**config.mk**
```make
export PLATFORM = sky130hd
export DESIGN_NAME = fbrs_sequencer
export DESIGN_NICKNAME = d
export VERILOG_FILES = /design/src/rtl/fbrs_pkg.sv /design/src/rtl/fbrs_fifo.sv /design/src/rtl/fbrs_sequencer.sv
export SDC_FILE = /design/constraint.sdc
export NUM_CORES = 1
export LEC_CHECK = 0
export ABC_AREA = 1
export BUFFER_PORTS_ARGS = -buffer_cell sky130_fd_sc_hd__buf_4
export CAP_MARGIN = 30
export CORE_UTILIZATION = 25
export CTS_CLUSTER_DIAMETER = 30
export DETAILED_ROUTE_END_ITERATION = 8
export PLACE_DENSITY_LB_ADDON = 0.25
export SETUP_SLACK_MARGIN = 0.02
export SLEW_MARGIN = 20
export SYNTH_ARGS = -nofsm -noshare
export SYNTH_HDL_FRONTEND = slang
export SYNTH_SLANG_ARGS = --single-unit
```
**constraint.sdc**
```tcl
create_clock -name i_clk -period 5.6 [get_ports i_clk]
set_input_delay 1.12 -clock i_clk [delete_from_list [all_inputs] [get_ports i_clk]]
set_output_delay 1.12 -clock i_clk [all_outputs]
set_load 0.05 [all_outputs]
```
**src/rtl/fbrs_pkg.sv**
```systemverilog
// Sequencer package: widths, configuration layout, states.
// Assumes the word-wide array and the command decoder live elsewhere.
package fbrs_pkg;

    // ----------------------------------------
    // Widths
    // ----------------------------------------
    localparam int ADDR_W = 25;
    localparam int DATA_W = 16;
    localparam int FIFO_DEPTH = 16;
    localparam int LEVEL_W = 5;
    localparam int LEFT_W = 6;
    localparam int LAT_W = 4;
    localparam int NUM_BANKS = 16;
    localparam int BANK_LSB = 21;
    localparam int BANK_MSB = 24;
    localparam int LINE_MSB = 6;

    // ----------------------------------------
    // Configuration layout
    // ----------------------------------------
    localparam logic [15:0] CR0_RESET = 16'hef00;
    localparam logic [15:0] CR1_RESET = 16'h0001;
    localparam int CR0_MODE_BIT = 15;
    localparam int CR0_WS_MSB = 13;
    localparam int CR0_WS_LSB = 11;
    localparam int CR0_RDY_POL_BIT = 10;
    localparam int CR0_RDY_LATE_BIT = 8;
    localparam int CR0_WRAP_BIT = 3;
    localparam int CR0_LEN_MSB = 2;
    localparam int CR0_LEN_LSB = 0;
    localparam int CR1_WS_HI_BIT = 0;

    localparam logic [2:0] LEN_8 = 3'h2;
    localparam logic [2:0] LEN_16 = 3'h3;
    localparam logic [2:0] LEN_32 = 3'h4;

    localparam logic [ADDR_W-1:0] MASK_8 = 25'h000_0007;
    localparam logic [ADDR_W-1:0] MASK_16 = 25'h000_000f;
    localparam logic [ADDR_W-1:0] MASK_32 = 25'h000_001f;
    localparam logic [LEFT_W-1:0] WORDS_8 = 6'h08;
    localparam logic [LEFT_W-1:0] WORDS_16 = 6'h10;
    localparam logic [LEFT_W-1:0] WORDS_32 = 6'h20;
    localparam logic [LEFT_W-1:0] ONE_LEFT = 6'h01;
    localparam logic [LINE_MSB:0] LINE_START = 7'h00;

    // Rising edges from address latch to initial data
    localparam logic [LAT_W-1:0] EDGES_BASE = 4'h2;
    localparam logic [LAT_W-1:0] EDGES_HIGH = 4'h8;
    localparam logic [LAT_W-1:0] EDGES_MAX = 4'hb;
    localparam logic [LAT_W-1:0] LAT_ONE = 4'h1;
    localparam logic [LAT_W-1:0] LAT_TWO = 4'h2;

    // ----------------------------------------
    // Types
    // ----------------------------------------
    typedef enum logic [1:0] {
        FBRS_IDLE,
        FBRS_STREAM,
        FBRS_STATUS
    } fbrs_state_t;

    // Reserved and default codes take the longest
    function automatic logic [LAT_W-1:0] wait_edges(input logic [3:0] code);
        logic [LAT_W-1:0] e;
        e = EDGES_MAX;
        if (code <= 4'h5)
        begin
            e = EDGES_BASE + code;
        end
        else if (code >= 4'h8 && code <= 4'hb)
        begin
            e = EDGES_HIGH + {2'h0, code[1:0]};
        end
        return e;
    endfunction

endpackage

```
**src/rtl/fbrs_fifo.sv**
```systemverilog
// First-word-fall-through FIFO between array fetch and burst output.
// Assumes one clock; flush wins over a push or pop in the same cycle.
`timescale 1ns/10ps
`default_nettype none
module fbrs_fifo #(
    parameter int WIDTH = 16,
    parameter int DEPTH = 16,
    parameter int LVL_W = 5
) (
    input wire logic i_clk, // System clock
    input wire logic i_reset_n, // Synchronous reset, active low
    input wire logic i_flush, // Drop all contents
    input wire logic i_s_valid, // Write side valid
    output logic o_s_ready, // Write side ready
    input wire logic [WIDTH-1:0] i_s_data, // Write data
    output logic o_m_valid, // Read side valid
    input wire logic i_m_ready, // Read side ready
    output logic [WIDTH-1:0] o_m_data, // Read data
    output logic [LVL_W-1:0] o_level // Words held
);
    localparam int PTR_W = $clog2(DEPTH);

    typedef struct packed {
        logic [DEPTH-1:0][WIDTH-1:0] mem;
        logic [PTR_W-1:0] wr;
        logic [PTR_W-1:0] rd;
        logic [LVL_W-1:0] level;
    } fbrs_fifo_st_t;

    fbrs_fifo_st_t r;
    fbrs_fifo_st_t next_r;
    logic push;
    logic pop;

    assign o_s_ready = (r.level != LVL_W'(DEPTH));
    assign o_m_valid = (r.level != '0);
    assign o_m_data = r.mem[r.rd];
    assign o_level = r.level;
    assign push = i_s_valid && o_s_ready;
    assign pop = i_m_ready && o_m_valid;

    always_comb
    begin
        next_r = r;
        if (i_flush)
        begin
            next_r.wr = '0;
            next_r.rd = '0;
            next_r.level = '0;
        end
        else
        begin
            if (push)
            begin
                next_r.mem[r.wr] = i_s_data;
                next_r.wr = r.wr + 1'b1;
            end
            if (pop)
            begin
                next_r.rd = r.rd + 1'b1;
            end
            if (push && !pop)
            begin
                next_r.level = r.level + 1'b1;
            end
            else if (pop && !push)
            begin
                next_r.level = r.level - 1'b1;
            end
        end
    end

    always_ff @(posedge i_clk)
    begin
        if (!i_reset_n)
        begin
            r <= '0;
        end
        else
        begin
            r <= next_r;
        end
    end

endmodule
`default_nettype wire

```
**src/rtl/fbrs_sequencer.sv**
```systemverilog
// Burst read sequencer and read-mode configuration of a 16-bit flash.
// Assumes host inputs synchronous to i_clk and an array answering in-cycle.
// Functional notes
// - Continuous burst gives ascending words, top wraps to zero.
// - Continuous burst runs until chip enable high or reset.
// - New address strobe aborts any burst, restarts there.
// - Line crossing within a bank adds one wait cycle.
// - Crossing into a busy bank shows status, ignores clocks.
// - Linear bursts read 8, 16 or 32 words; wrapping ones stay in one group.
// - Wrap runs to group end, resumes at group start, stops.
// - Wrapping bursts add no line wait cycles.
// - Non-wrap linear bursts ascend from start, then stop.
// - Non-wrap line crossing adds the extra wait cycle.
// - Two 16-bit configuration registers.
// - Reset restores asynchronous mode and defaults.
// - Configuration read returns register contents.
// - Low bit 15 clear enables bursts; set, default, asynchronous.
// - Low bit 14 reserved, unused, default one.
// - Four-bit wait code picks the initial data edge.
// - Bit 10 sets ready polarity, default active high.
// - Bit 8 clear: ready a clock early; set: with data.
`timescale 1ns/10ps
`default_nettype none
module fbrs_sequencer (
    input wire logic i_clk, // Burst clock, 50 MHz
    input wire logic i_reset_n, // Synchronous reset, active low
    input wire logic i_chip_enable_n, // Chip enable, active low
    input wire logic i_address_valid_strobe_n, // Address latch strobe, active low
    input wire logic [fbrs_pkg::ADDR_W-1:0] i_addr, // Word address
    input wire logic [fbrs_pkg::NUM_BANKS-1:0] i_bank_busy, // Bank programming or erasing
    input wire logic [fbrs_pkg::DATA_W-1:0] i_status_word, // Read status of busy bank
    input wire logic [fbrs_pkg::DATA_W-1:0] i_array_data, // Array word for o_array_addr
    output logic [fbrs_pkg::ADDR_W-1:0] o_array_addr, // Array fetch address
    output logic o_array_read, // Array fetch strobe
    input wire logic i_cfg_write, // Set configuration strobe
    input wire logic i_cfg_read, // Read configuration strobe
    input wire logic i_cfg_select, // 0 low register, 1 high register
    input wire logic [15:0] i_cfg_wdata, // Configuration write data
    output logic [15:0] o_cfg_rdata, // Configuration read data
    output logic [fbrs_pkg::DATA_W-1:0] o_data, // Burst data out
    output logic o_ready, // Ready, polarity per configuration
    output logic o_status_active, // Status word being shown
    output logic o_burst_active // Burst in progress
);
    localparam int AW = fbrs_pkg::ADDR_W;

    typedef struct packed {
        fbrs_pkg::fbrs_state_t state;
        logic [15:0] cr0;
        logic [15:0] cr1;
        logic [AW-1:0] start_addr;
        logic [AW-1:0] fetch_addr;
        logic [AW-1:0] out_addr;
        logic [fbrs_pkg::LEFT_W-1:0] fetch_left;
        logic [fbrs_pkg::LEFT_W-1:0] out_left;
        logic fetch_on;
        logic [fbrs_pkg::LAT_W-1:0] lat_cnt;
        logic line_waited;
        logic first_word;
        logic popped;
        logic [fbrs_pkg::DATA_W-1:0] word_a;
        logic [AW-1:0] array_addr;
        logic array_read;
        logic [fbrs_pkg::DATA_W-1:0] data;
        logic ready;
        logic status;
        logic active;
        logic [15:0] cfg_rdata;
    } fbrs_seq_st_t;

    fbrs_seq_st_t r;
    fbrs_seq_st_t next_r;

    // ----------------------------------------
    // Address helpers
    // ----------------------------------------
    function automatic logic [AW-1:0] group_mask(input logic [2:0] len);
        logic [AW-1:0] m;
        m = '0;
        if (len == fbrs_pkg::LEN_8)
        begin
            m = fbrs_pkg::MASK_8;
        end
        else if (len == fbrs_pkg::LEN_16)
        begin
            m = fbrs_pkg::MASK_16;
        end
        else if (len == fbrs_pkg::LEN_32)
        begin
            m = fbrs_pkg::MASK_32;
        end
        return m;
    endfunction

    // Wrap holds the upper bits; plain step rolls top to zero
    function automatic logic [AW-1:0] step_addr(input logic [AW-1:0] a,
                                                 input logic wrap,
                                                 input logic [AW-1:0] mask);
        logic [AW-1:0] inc;
        inc = a + 1'b1;
        if (wrap)
        begin
            step_addr = (a & ~mask) | (inc & mask);
        end
        else
        begin
            step_addr = inc;
        end
    endfunction

    function automatic logic busy_cross(input logic [AW-1:0] a, input logic [AW-1:0] s,
                                        input logic [fbrs_pkg::NUM_BANKS-1:0] busy);
        logic [3:0] b;
        b = a[fbrs_pkg::BANK_MSB:fbrs_pkg::BANK_LSB];
        return (b != s[fbrs_pkg::BANK_MSB:fbrs_pkg::BANK_LSB]) && busy[b];
    endfunction

    // ----------------------------------------
    // Configuration decode
    // ----------------------------------------
    logic sync_mode;
    logic rdy_high;
    logic rdy_late;
    logic [2:0] len;
    logic linear;
    logic wrap;
    logic [AW-1:0] mask;
    logic [fbrs_pkg::LEFT_W-1:0] words;
    logic [fbrs_pkg::LAT_W-1:0] edges;

    always_comb
    begin
        sync_mode = !r.cr0[fbrs_pkg::CR0_MODE_BIT];
        rdy_high = r.cr0[fbrs_pkg::CR0_RDY_POL_BIT];
        rdy_late = r.cr0[fbrs_pkg::CR0_RDY_LATE_BIT];
        len = r.cr0[fbrs_pkg::CR0_LEN_MSB:fbrs_pkg::CR0_LEN_LSB];
        mask = group_mask(len);
        linear = (mask != '0);
        wrap = linear && r.cr0[fbrs_pkg::CR0_WRAP_BIT];
        words = fbrs_pkg::LEFT_W'(mask) + 1'b1;
        edges = fbrs_pkg::wait_edges({r.cr1[fbrs_pkg::CR1_WS_HI_BIT],
                                      r.cr0[fbrs_pkg::CR0_WS_MSB:fbrs_pkg::CR0_WS_LSB]});
    end

    // ----------------------------------------
    // Word buffer
    // ----------------------------------------
    logic fifo_flush;
    logic fifo_s_ready;
    logic fifo_m_valid;
    logic fifo_pop;
    logic [fbrs_pkg::DATA_W-1:0] fifo_data;
    logic [fbrs_pkg::LEVEL_W-1:0] fifo_level;

    fbrs_fifo #(
        .WIDTH(fbrs_pkg::DATA_W),
        .DEPTH(fbrs_pkg::FIFO_DEPTH),
        .LVL_W(fbrs_pkg::LEVEL_W)
    ) u_fifo (
        .i_clk(i_clk),
        .i_reset_n(i_reset_n),
        .i_flush(fifo_flush),
        .i_s_valid(fifo_push),
        .o_s_ready(fifo_s_ready),
        .i_s_data(i_array_data),
        .o_m_valid(fifo_m_valid),
        .i_m_ready(fifo_pop),
        .o_m_data(fifo_data),
        .o_level(fifo_level)
    );

    // ----------------------------------------
    // Sequencer
    // ----------------------------------------
    logic start;
    logic room;
    logic line_hold;
    logic out_busy;
    logic avail;
    logic take;
    logic fifo_push;
    logic [fbrs_pkg::DATA_W-1:0] out_word;

    always_comb
    begin
        next_r = r;
        start = !i_chip_enable_n && !i_address_valid_strobe_n && sync_mode;
        fifo_flush = start || i_chip_enable_n;
        // Count the fetch still in flight so a full buffer never drops a word
        room = fifo_s_ready
            && ({1'b0, fifo_level} + {5'h00, r.array_read} < 6'(fbrs_pkg::FIFO_DEPTH));
        line_hold = !wrap && !r.first_word && !r.line_waited
            && (r.out_addr[fbrs_pkg::LINE_MSB:0] == fbrs_pkg::LINE_START);
        out_busy = busy_cross(r.out_addr, r.start_addr, i_bank_busy);
        // Empty buffer is bypassed so data can meet the second edge
        avail = fifo_m_valid || r.array_read;
        out_word = fifo_m_valid ? fifo_data : i_array_data;
        take = (r.state == fbrs_pkg::FBRS_STREAM) && (r.lat_cnt == '0)
            && avail && !line_hold && !out_busy && !fifo_flush;
        fifo_pop = take && fifo_m_valid;
        fifo_push = r.array_read && !(take && !fifo_m_valid);

        // Fetch side
        next_r.array_read = 1'b0;
        if (r.state == fbrs_pkg::FBRS_STREAM && r.fetch_on && room)
        begin
            if (busy_cross(r.fetch_addr, r.start_addr, i_bank_busy))
            begin
                next_r.fetch_on = 1'b0;
            end
            else
            begin
                next_r.array_read = 1'b1;
                next_r.array_addr = r.fetch_addr;
                next_r.fetch_addr = step_addr(r.fetch_addr, wrap, mask);
                if (linear)
                begin
                    next_r.fetch_left = r.fetch_left - 1'b1;
                    next_r.fetch_on = (r.fetch_left != fbrs_pkg::ONE_LEFT);
                end
            end
        end

        // Output side
        if (r.state == fbrs_pkg::FBRS_STREAM)
        begin
            if (r.lat_cnt != '0)
            begin
                next_r.lat_cnt = r.lat_cnt - 1'b1;
            end
            else if (out_busy)
            begin
                next_r.state = fbrs_pkg::FBRS_STATUS;
            end
            else if (line_hold && avail)
            begin
                next_r.line_waited = 1'b1;
            end
            else if (take)
            begin
                next_r.out_addr = step_addr(r.out_addr, wrap, mask);
                next_r.first_word = 1'b0;
                next_r.line_waited = 1'b0;
                if (linear)
                begin
                    next_r.out_left = r.out_left - 1'b1;
                    if (r.out_left == fbrs_pkg::ONE_LEFT)
                    begin
                        next_r.state = fbrs_pkg::FBRS_IDLE;
                    end
                end
            end
        end

        next_r.popped = take;
        next_r.word_a = take ? out_word : r.word_a;
        // Early ready: data trails the ready strobe by one clock
        if (rdy_late && take)
        begin
            next_r.data = out_word;
        end
        else if (!rdy_late && r.popped)
        begin
            next_r.data = r.word_a;
        end
        if (r.state == fbrs_pkg::FBRS_STATUS)
        begin
            next_r.data = i_status_word;
        end
        next_r.ready = rdy_high ? take : !take;

        // Start, abort and deselect
        if (i_chip_enable_n)
        begin
            next_r.state = fbrs_pkg::FBRS_IDLE;
            next_r.array_read = 1'b0;
        end
        else if (start)
        begin
            next_r.state = fbrs_pkg::FBRS_STREAM;
            next_r.start_addr = i_addr;
            next_r.array_addr = i_addr;
            next_r.fetch_addr = step_addr(i_addr, wrap, mask);
            next_r.out_addr = i_addr;
            next_r.fetch_left = words - 1'b1;
            next_r.out_left = words;
            next_r.fetch_on = 1'b1;
            next_r.first_word = 1'b1;
            next_r.line_waited = 1'b0;
            next_r.array_read = 1'b1;
            next_r.popped = 1'b0;
            // First fetch leaves with the latch, so ready can meet edge two
            if (!rdy_late)
            begin
                next_r.lat_cnt = (edges > fbrs_pkg::LAT_TWO + fbrs_pkg::LAT_ONE)
                    ? edges - fbrs_pkg::LAT_TWO - fbrs_pkg::LAT_ONE : '0;
            end
            else
            begin
                next_r.lat_cnt = edges - fbrs_pkg::LAT_TWO;
            end
        end
        next_r.status = (next_r.state == fbrs_pkg::FBRS_STATUS);
        next_r.active = (next_r.state != fbrs_pkg::FBRS_IDLE);

        // Configuration access
        if (i_cfg_write)
        begin
            if (i_cfg_select)
            begin
                next_r.cr1 = i_cfg_wdata;
            end
            else
            begin
                next_r.cr0 = i_cfg_wdata;
            end
        end
        if (i_cfg_read)
        begin
            next_r.cfg_rdata = i_cfg_select ? r.cr1 : r.cr0;
        end
    end

    always_ff @(posedge i_clk)
    begin
        if (!i_reset_n)
        begin
            r <= '0;
            r.state <= fbrs_pkg::FBRS_IDLE;
            r.cr0 <= fbrs_pkg::CR0_RESET;
            r.cr1 <= fbrs_pkg::CR1_RESET;
        end
        else
        begin
            r <= next_r;
        end
    end

    assign o_array_addr = r.array_addr;
    assign o_array_read = r.array_read;
    assign o_cfg_rdata = r.cfg_rdata;
    assign o_data = r.data;
    assign o_ready = r.ready;
    assign o_status_active = r.status;
    assign o_burst_active = r.active;

endmodule
`default_nettype wire

```
==> impl_metrics.json <==
{
  "placement.io_buffers": 156,
  "async_flop_share": 0,
  "dpl.hpwl_um": 58700,
  "core_area_mm2": 0.0966,
  "outcome": "finished clean",
  "sw_frac_of_total": 0.242,
  "tritoncts.num_buffers": 118,
  "cts_hold_buf": 0,
  "power_per_standard_cell_area_mw_per_mm2": 363,
  "die_w_um": 314,
  "area_of_the_die_mm2": 0.0986,
  "crit-reg2reg-launch": "r[118]",
  "areaGrowthSynthToFinish_pct": 25.1,
  "drtPass1Iterations": 5,
  "grt_setup_unrepaired": "false",
  "drv_slew": 0,
  "antenna_cells_inserted": 0,
  "worst_hold_path_type": "reg -> reg",
  "wl_per_cell_um": 17.9,
  "power.sequential.fraction": 0.302,
  "synth_flop_cell": "sky130_fd_sc_hd__dfxtp_1",
  "globalRoute.totalOverflow": 0,
  "worst_path_max_delay_cell": "sky130_fd_sc_hd__dfxtp_1",
  "cts_setup_buffers": 0,
  "postSynthAreaPerCell_um2": 6.51,
  "p_int_mw": 8.37,
  "post-route-period-util": 0.737,
  "cts.sink_count": 454,
  "crit_arrival_ns": 4.66,
  "routed-via-count": 24700,
  "synth_commonest_cells": "sky130_fd_sc_hd__nand2_1 (705), sky130_fd_sc_hd__nand3_1 (498), sky130_fd_sc_hd__nor2_1 (497), sky130_fd_sc_hd__dfxtp_1 (454), sky130_fd_sc_hd__inv_1 (365)",
  "grt_pass1_wl_um": 141000,
  "fmaxAchievable_ghz": 0.242,
  "pwr-share-comb": 0.053,
  "critPathMaxFanout": 92,
  "clockRootBuffer": "sky130_fd_sc_hd__clkbuf_16",
  "synth.most_common_cell": "sky130_fd_sc_hd__nand2_1",
  "grt_max_degree": 162,
  "antenna_violations_before_repair": 0,
  "finalHoldViolations": 0,
  "place.detailed.instances": 4931,
  "worst_slew_margin_rel": 0.292,
  "peakVddDrop_uv": 288,
  "power_frac_clock": 0.646,
  "finish.cell_count_without_fillers": 5154,
  "power.switching_mw": 2.67,
  "crit_path_cell_trace": "clkinv_1, nand2_1, nand3_1, nand3_1, nand2_1, nand2_1, nand2_1, nand2_2, nand3_2, nand3_4, inv_12, ha_1, inv_1, ha_1, a21o_1, a31oi_1, nor2_1, nor2_1, nand2_1, o21ai_0, a21oi_1",
  "type_of_element_launching_the_critical_path": "flip-flop",
  "ctsHtreeMaxLevel": 3,
  "final.fill_count": 10500,
  "clockBufferDepth": 3,
  "clk_transition_reported_paths_ns": 0.04,
  "ant_nets": 0,
  "yosysWarnings": 0,
  "worst_hold_slack_across_all_endpoints_ns": 0.450,
  "cp-endpoint": "u_fifo.o_level[4]",
  "route.detailed.vias_per_inst": 4.78,
  "grt.total_usage": 0.183,
  "cp_common_cell": "sky130_fd_sc_hd__nand2_1",
  "slack_of_the_worst_reg_to_reg_path_ns": 1.47,
  "routed_wire_length_um": 92100,
  "r2r.worst_path.cells": 21,
  "tritoncts_clock_tree": "built",
  "layout.nets": 3896,
  "synth_enable_flop_cells": 0,
  "gate_count_of_the_mapped_netlist": 3740,
  "period_minus_slack_ns": 4.13,
  "detail_route.iter0.violations": 2143,
  "critical_path.startpoint": "r[118]",
  "netlist_top_cells_area": "sky130_fd_sc_hd__dfxtp_1 (37%), sky130_fd_sc_hd__nand2_1 (11%), sky130_fd_sc_hd__nand3_1 (10%), sky130_fd_sc_hd__nor2_1 (7.7%), sky130_fd_sc_hd__o21ai_0 (7.2%)",
  "clk-insertion-delay-late_ns": 0.70,
  "synth-seq-area-share": 0.373,
  "tns_setup_ns": 0,
  "first_global_vias": 23400,
  "setup_viol": 0,
  "synth.largest_area_cell": "sky130_fd_sc_hd__dfxtp_1",
  "drcViolationCount": 0,
  "timing_worst_slew_pin_value_ns": 1.06,
  "timing.critical_path.slowest_cell_delay_ns": 0.60,
  "floorplan.rows": 114,
  "postSynthNetCount": 3859,
  "cp.required_ns": 6.14,
  "final_layout_size_suffix_gt1_frac": 0.117,
  "synth_area_mm2": 0.0243,
  "io_pins": 157,
  "path_class": "reg -> reg",
  "floorplan.die.height_um": 314,
  "clock-skew-final_ns": 0.0513,
  "cap_violations": 0,
  "synth_top_area_share": 0.373,
  "static-leakage-power_nw": 12.1,
  "ys_types": 48,
  "synth_seq_cells": 454,
  "initial_core_util": 0.252,
  "cts-resized-gates": 0,
  "holdPathStages": 2,
  "r2r_end": "u_fifo.o_level[4]",
  "gp_congestion": 0.908,
  "critical_path_capture_point_type": "flip-flop"
}
==> kinds of logic after synthesis <==
family          count (synthesis)  synth area share
buf+inv                       676             0.120
simple gates                 1800             0.318
compound gates                746             0.162
fa+ha+maj                      23            0.0121
flops                         454             0.373
xor+xnor                       41            0.0148
==> how the worst min path moves through the flow <==
| stage | startpoint | end | slack (ns) |
|---|---|---|---|
| 2_1_floorplan | r[198] | o_ready | 0.42 |
| 3_3_place_gp | r[62] | r[62] | 0.44 |
| 3_5_place_dp | r[62] | r[62] | 0.45 |
| 4_1_cts | r[62] | r[62] | 0.45 |
| 5_1_grt | u_fifo.r[40] | u_fifo.r[40] | 0.47 |
| 6_report | r[62] | r[62] | 0.45 |
==> metrics by stage <==
stage | total power [mW] | worst slack [ns] | cell area (um2) | utilization
floorplan | 3.75 | 1.65 | 24300 | -
CTS | 11.1 | 1.47 | 30400 | 0.315
global placement | 3.97 | 1.08 | 26000 | 0.269
finish | 11.0 | 1.47 | 30400 | 0.315
global route | 11.4 | 1.11 | 30400 | 0.315
detailed placement | 3.97 | 1.11 | 26200 | 0.271
==> layer usage <==
metal / share of wire / GRT usage / vias to the layer above
met5: 0 / 0 / -
met4: 0.024 / 0.0571 / 0
met3: 0.056 / 0.0271 / 146
met2: 0.46 / 0.298 / 704
met1: 0.46 / 0.246 / 11600
li1: - / - / 12200
==> layout make-up <==
class,instances,area (um2),share of cell area
multi-input cells,2610,12300,0.405
well taps,1276,1600,0.0525
flip-flops and latches,454,9090,0.299
repair buffers,213,1730,0.0568
inverters,380,1450,0.0475
clock inverters,56,865,0.0284
clock buffers,165,3370,0.111
==> power groups by stage <==
stage	logic, mW	clock network, mW	registers (mW)
final	0.584	7.13	3.33
after CTS	0.582	7.23	3.33
after floorplan	0.378	0	3.38
after detailed placement	0.580	0	3.39
after global placement	0.581	0	3.39
after global routing	0.637	7.40	3.33
==> sequential cells by signal, summed over array words and instances, names as in the netlist <==
| name | flops |
|---|---|
| o_burst_active | 1 |
| len | 3 |
| r | 121 |
| o_array_read | 1 |
| o_status_active | 1 |
| u_fifo.r | 264 |
| u_fifo.o_level | 5 |
| o_ready | 1 |
| o_array_addr | 25 |
| o_data | 16 |
| o_cfg_rdata | 16 |
==> layout by cell type, fill, tap and decap left out, types with 4 or more instances in the layout <==
cell type and instances:
sky130_fd_sc_hd__nor3_1 28, sky130_fd_sc_hd__nor2_1 495, sky130_fd_sc_hd__nor2_2 4, sky130_fd_sc_hd__inv_2 7
sky130_fd_sc_hd__buf_8 4, sky130_fd_sc_hd__clkinvlp_4 12, sky130_fd_sc_hd__nor2_4 4, sky130_fd_sc_hd__clkbuf_16 118
sky130_fd_sc_hd__clkbuf_8 25, sky130_fd_sc_hd__clkinv_4 6, sky130_fd_sc_hd__xor2_1 29, sky130_fd_sc_hd__a21oi_1 309
sky130_fd_sc_hd__nor4_1 6, sky130_fd_sc_hd__buf_4 199, sky130_fd_sc_hd__o21ai_0 352, sky130_fd_sc_hd__dfxtp_1 452
sky130_fd_sc_hd__inv_1 363, sky130_fd_sc_hd__clkinv_2 16, sky130_fd_sc_hd__ha_1 22, sky130_fd_sc_hd__clkinv_1 7
sky130_fd_sc_hd__nor3_4 7, sky130_fd_sc_hd__clkbuf_1 23, sky130_fd_sc_hd__nand2_4 5, sky130_fd_sc_hd__nand4_1 33
sky130_fd_sc_hd__nand3_1 498, sky130_fd_sc_hd__a31oi_1 7, sky130_fd_sc_hd__o211ai_1 56, sky130_fd_sc_hd__xnor2_1 12
sky130_fd_sc_hd__bufinv_16 16, sky130_fd_sc_hd__nand2_1 704, sky130_fd_sc_hd__a211oi_1 10
==> worst max-delay path: cells and delay by family (launching register included) <==
kind | cells | cell delay [ns]
AOI/OAI and AO/OA | 4 | 0.55
DFF | 1 | 0.60
buffers and inverters | 3 | 0.79
adders and majority gates | 2 | 0.59
and+or+nand+nor | 12 | 1.45
No activity file was read; power rests on OpenSTA's default activity.
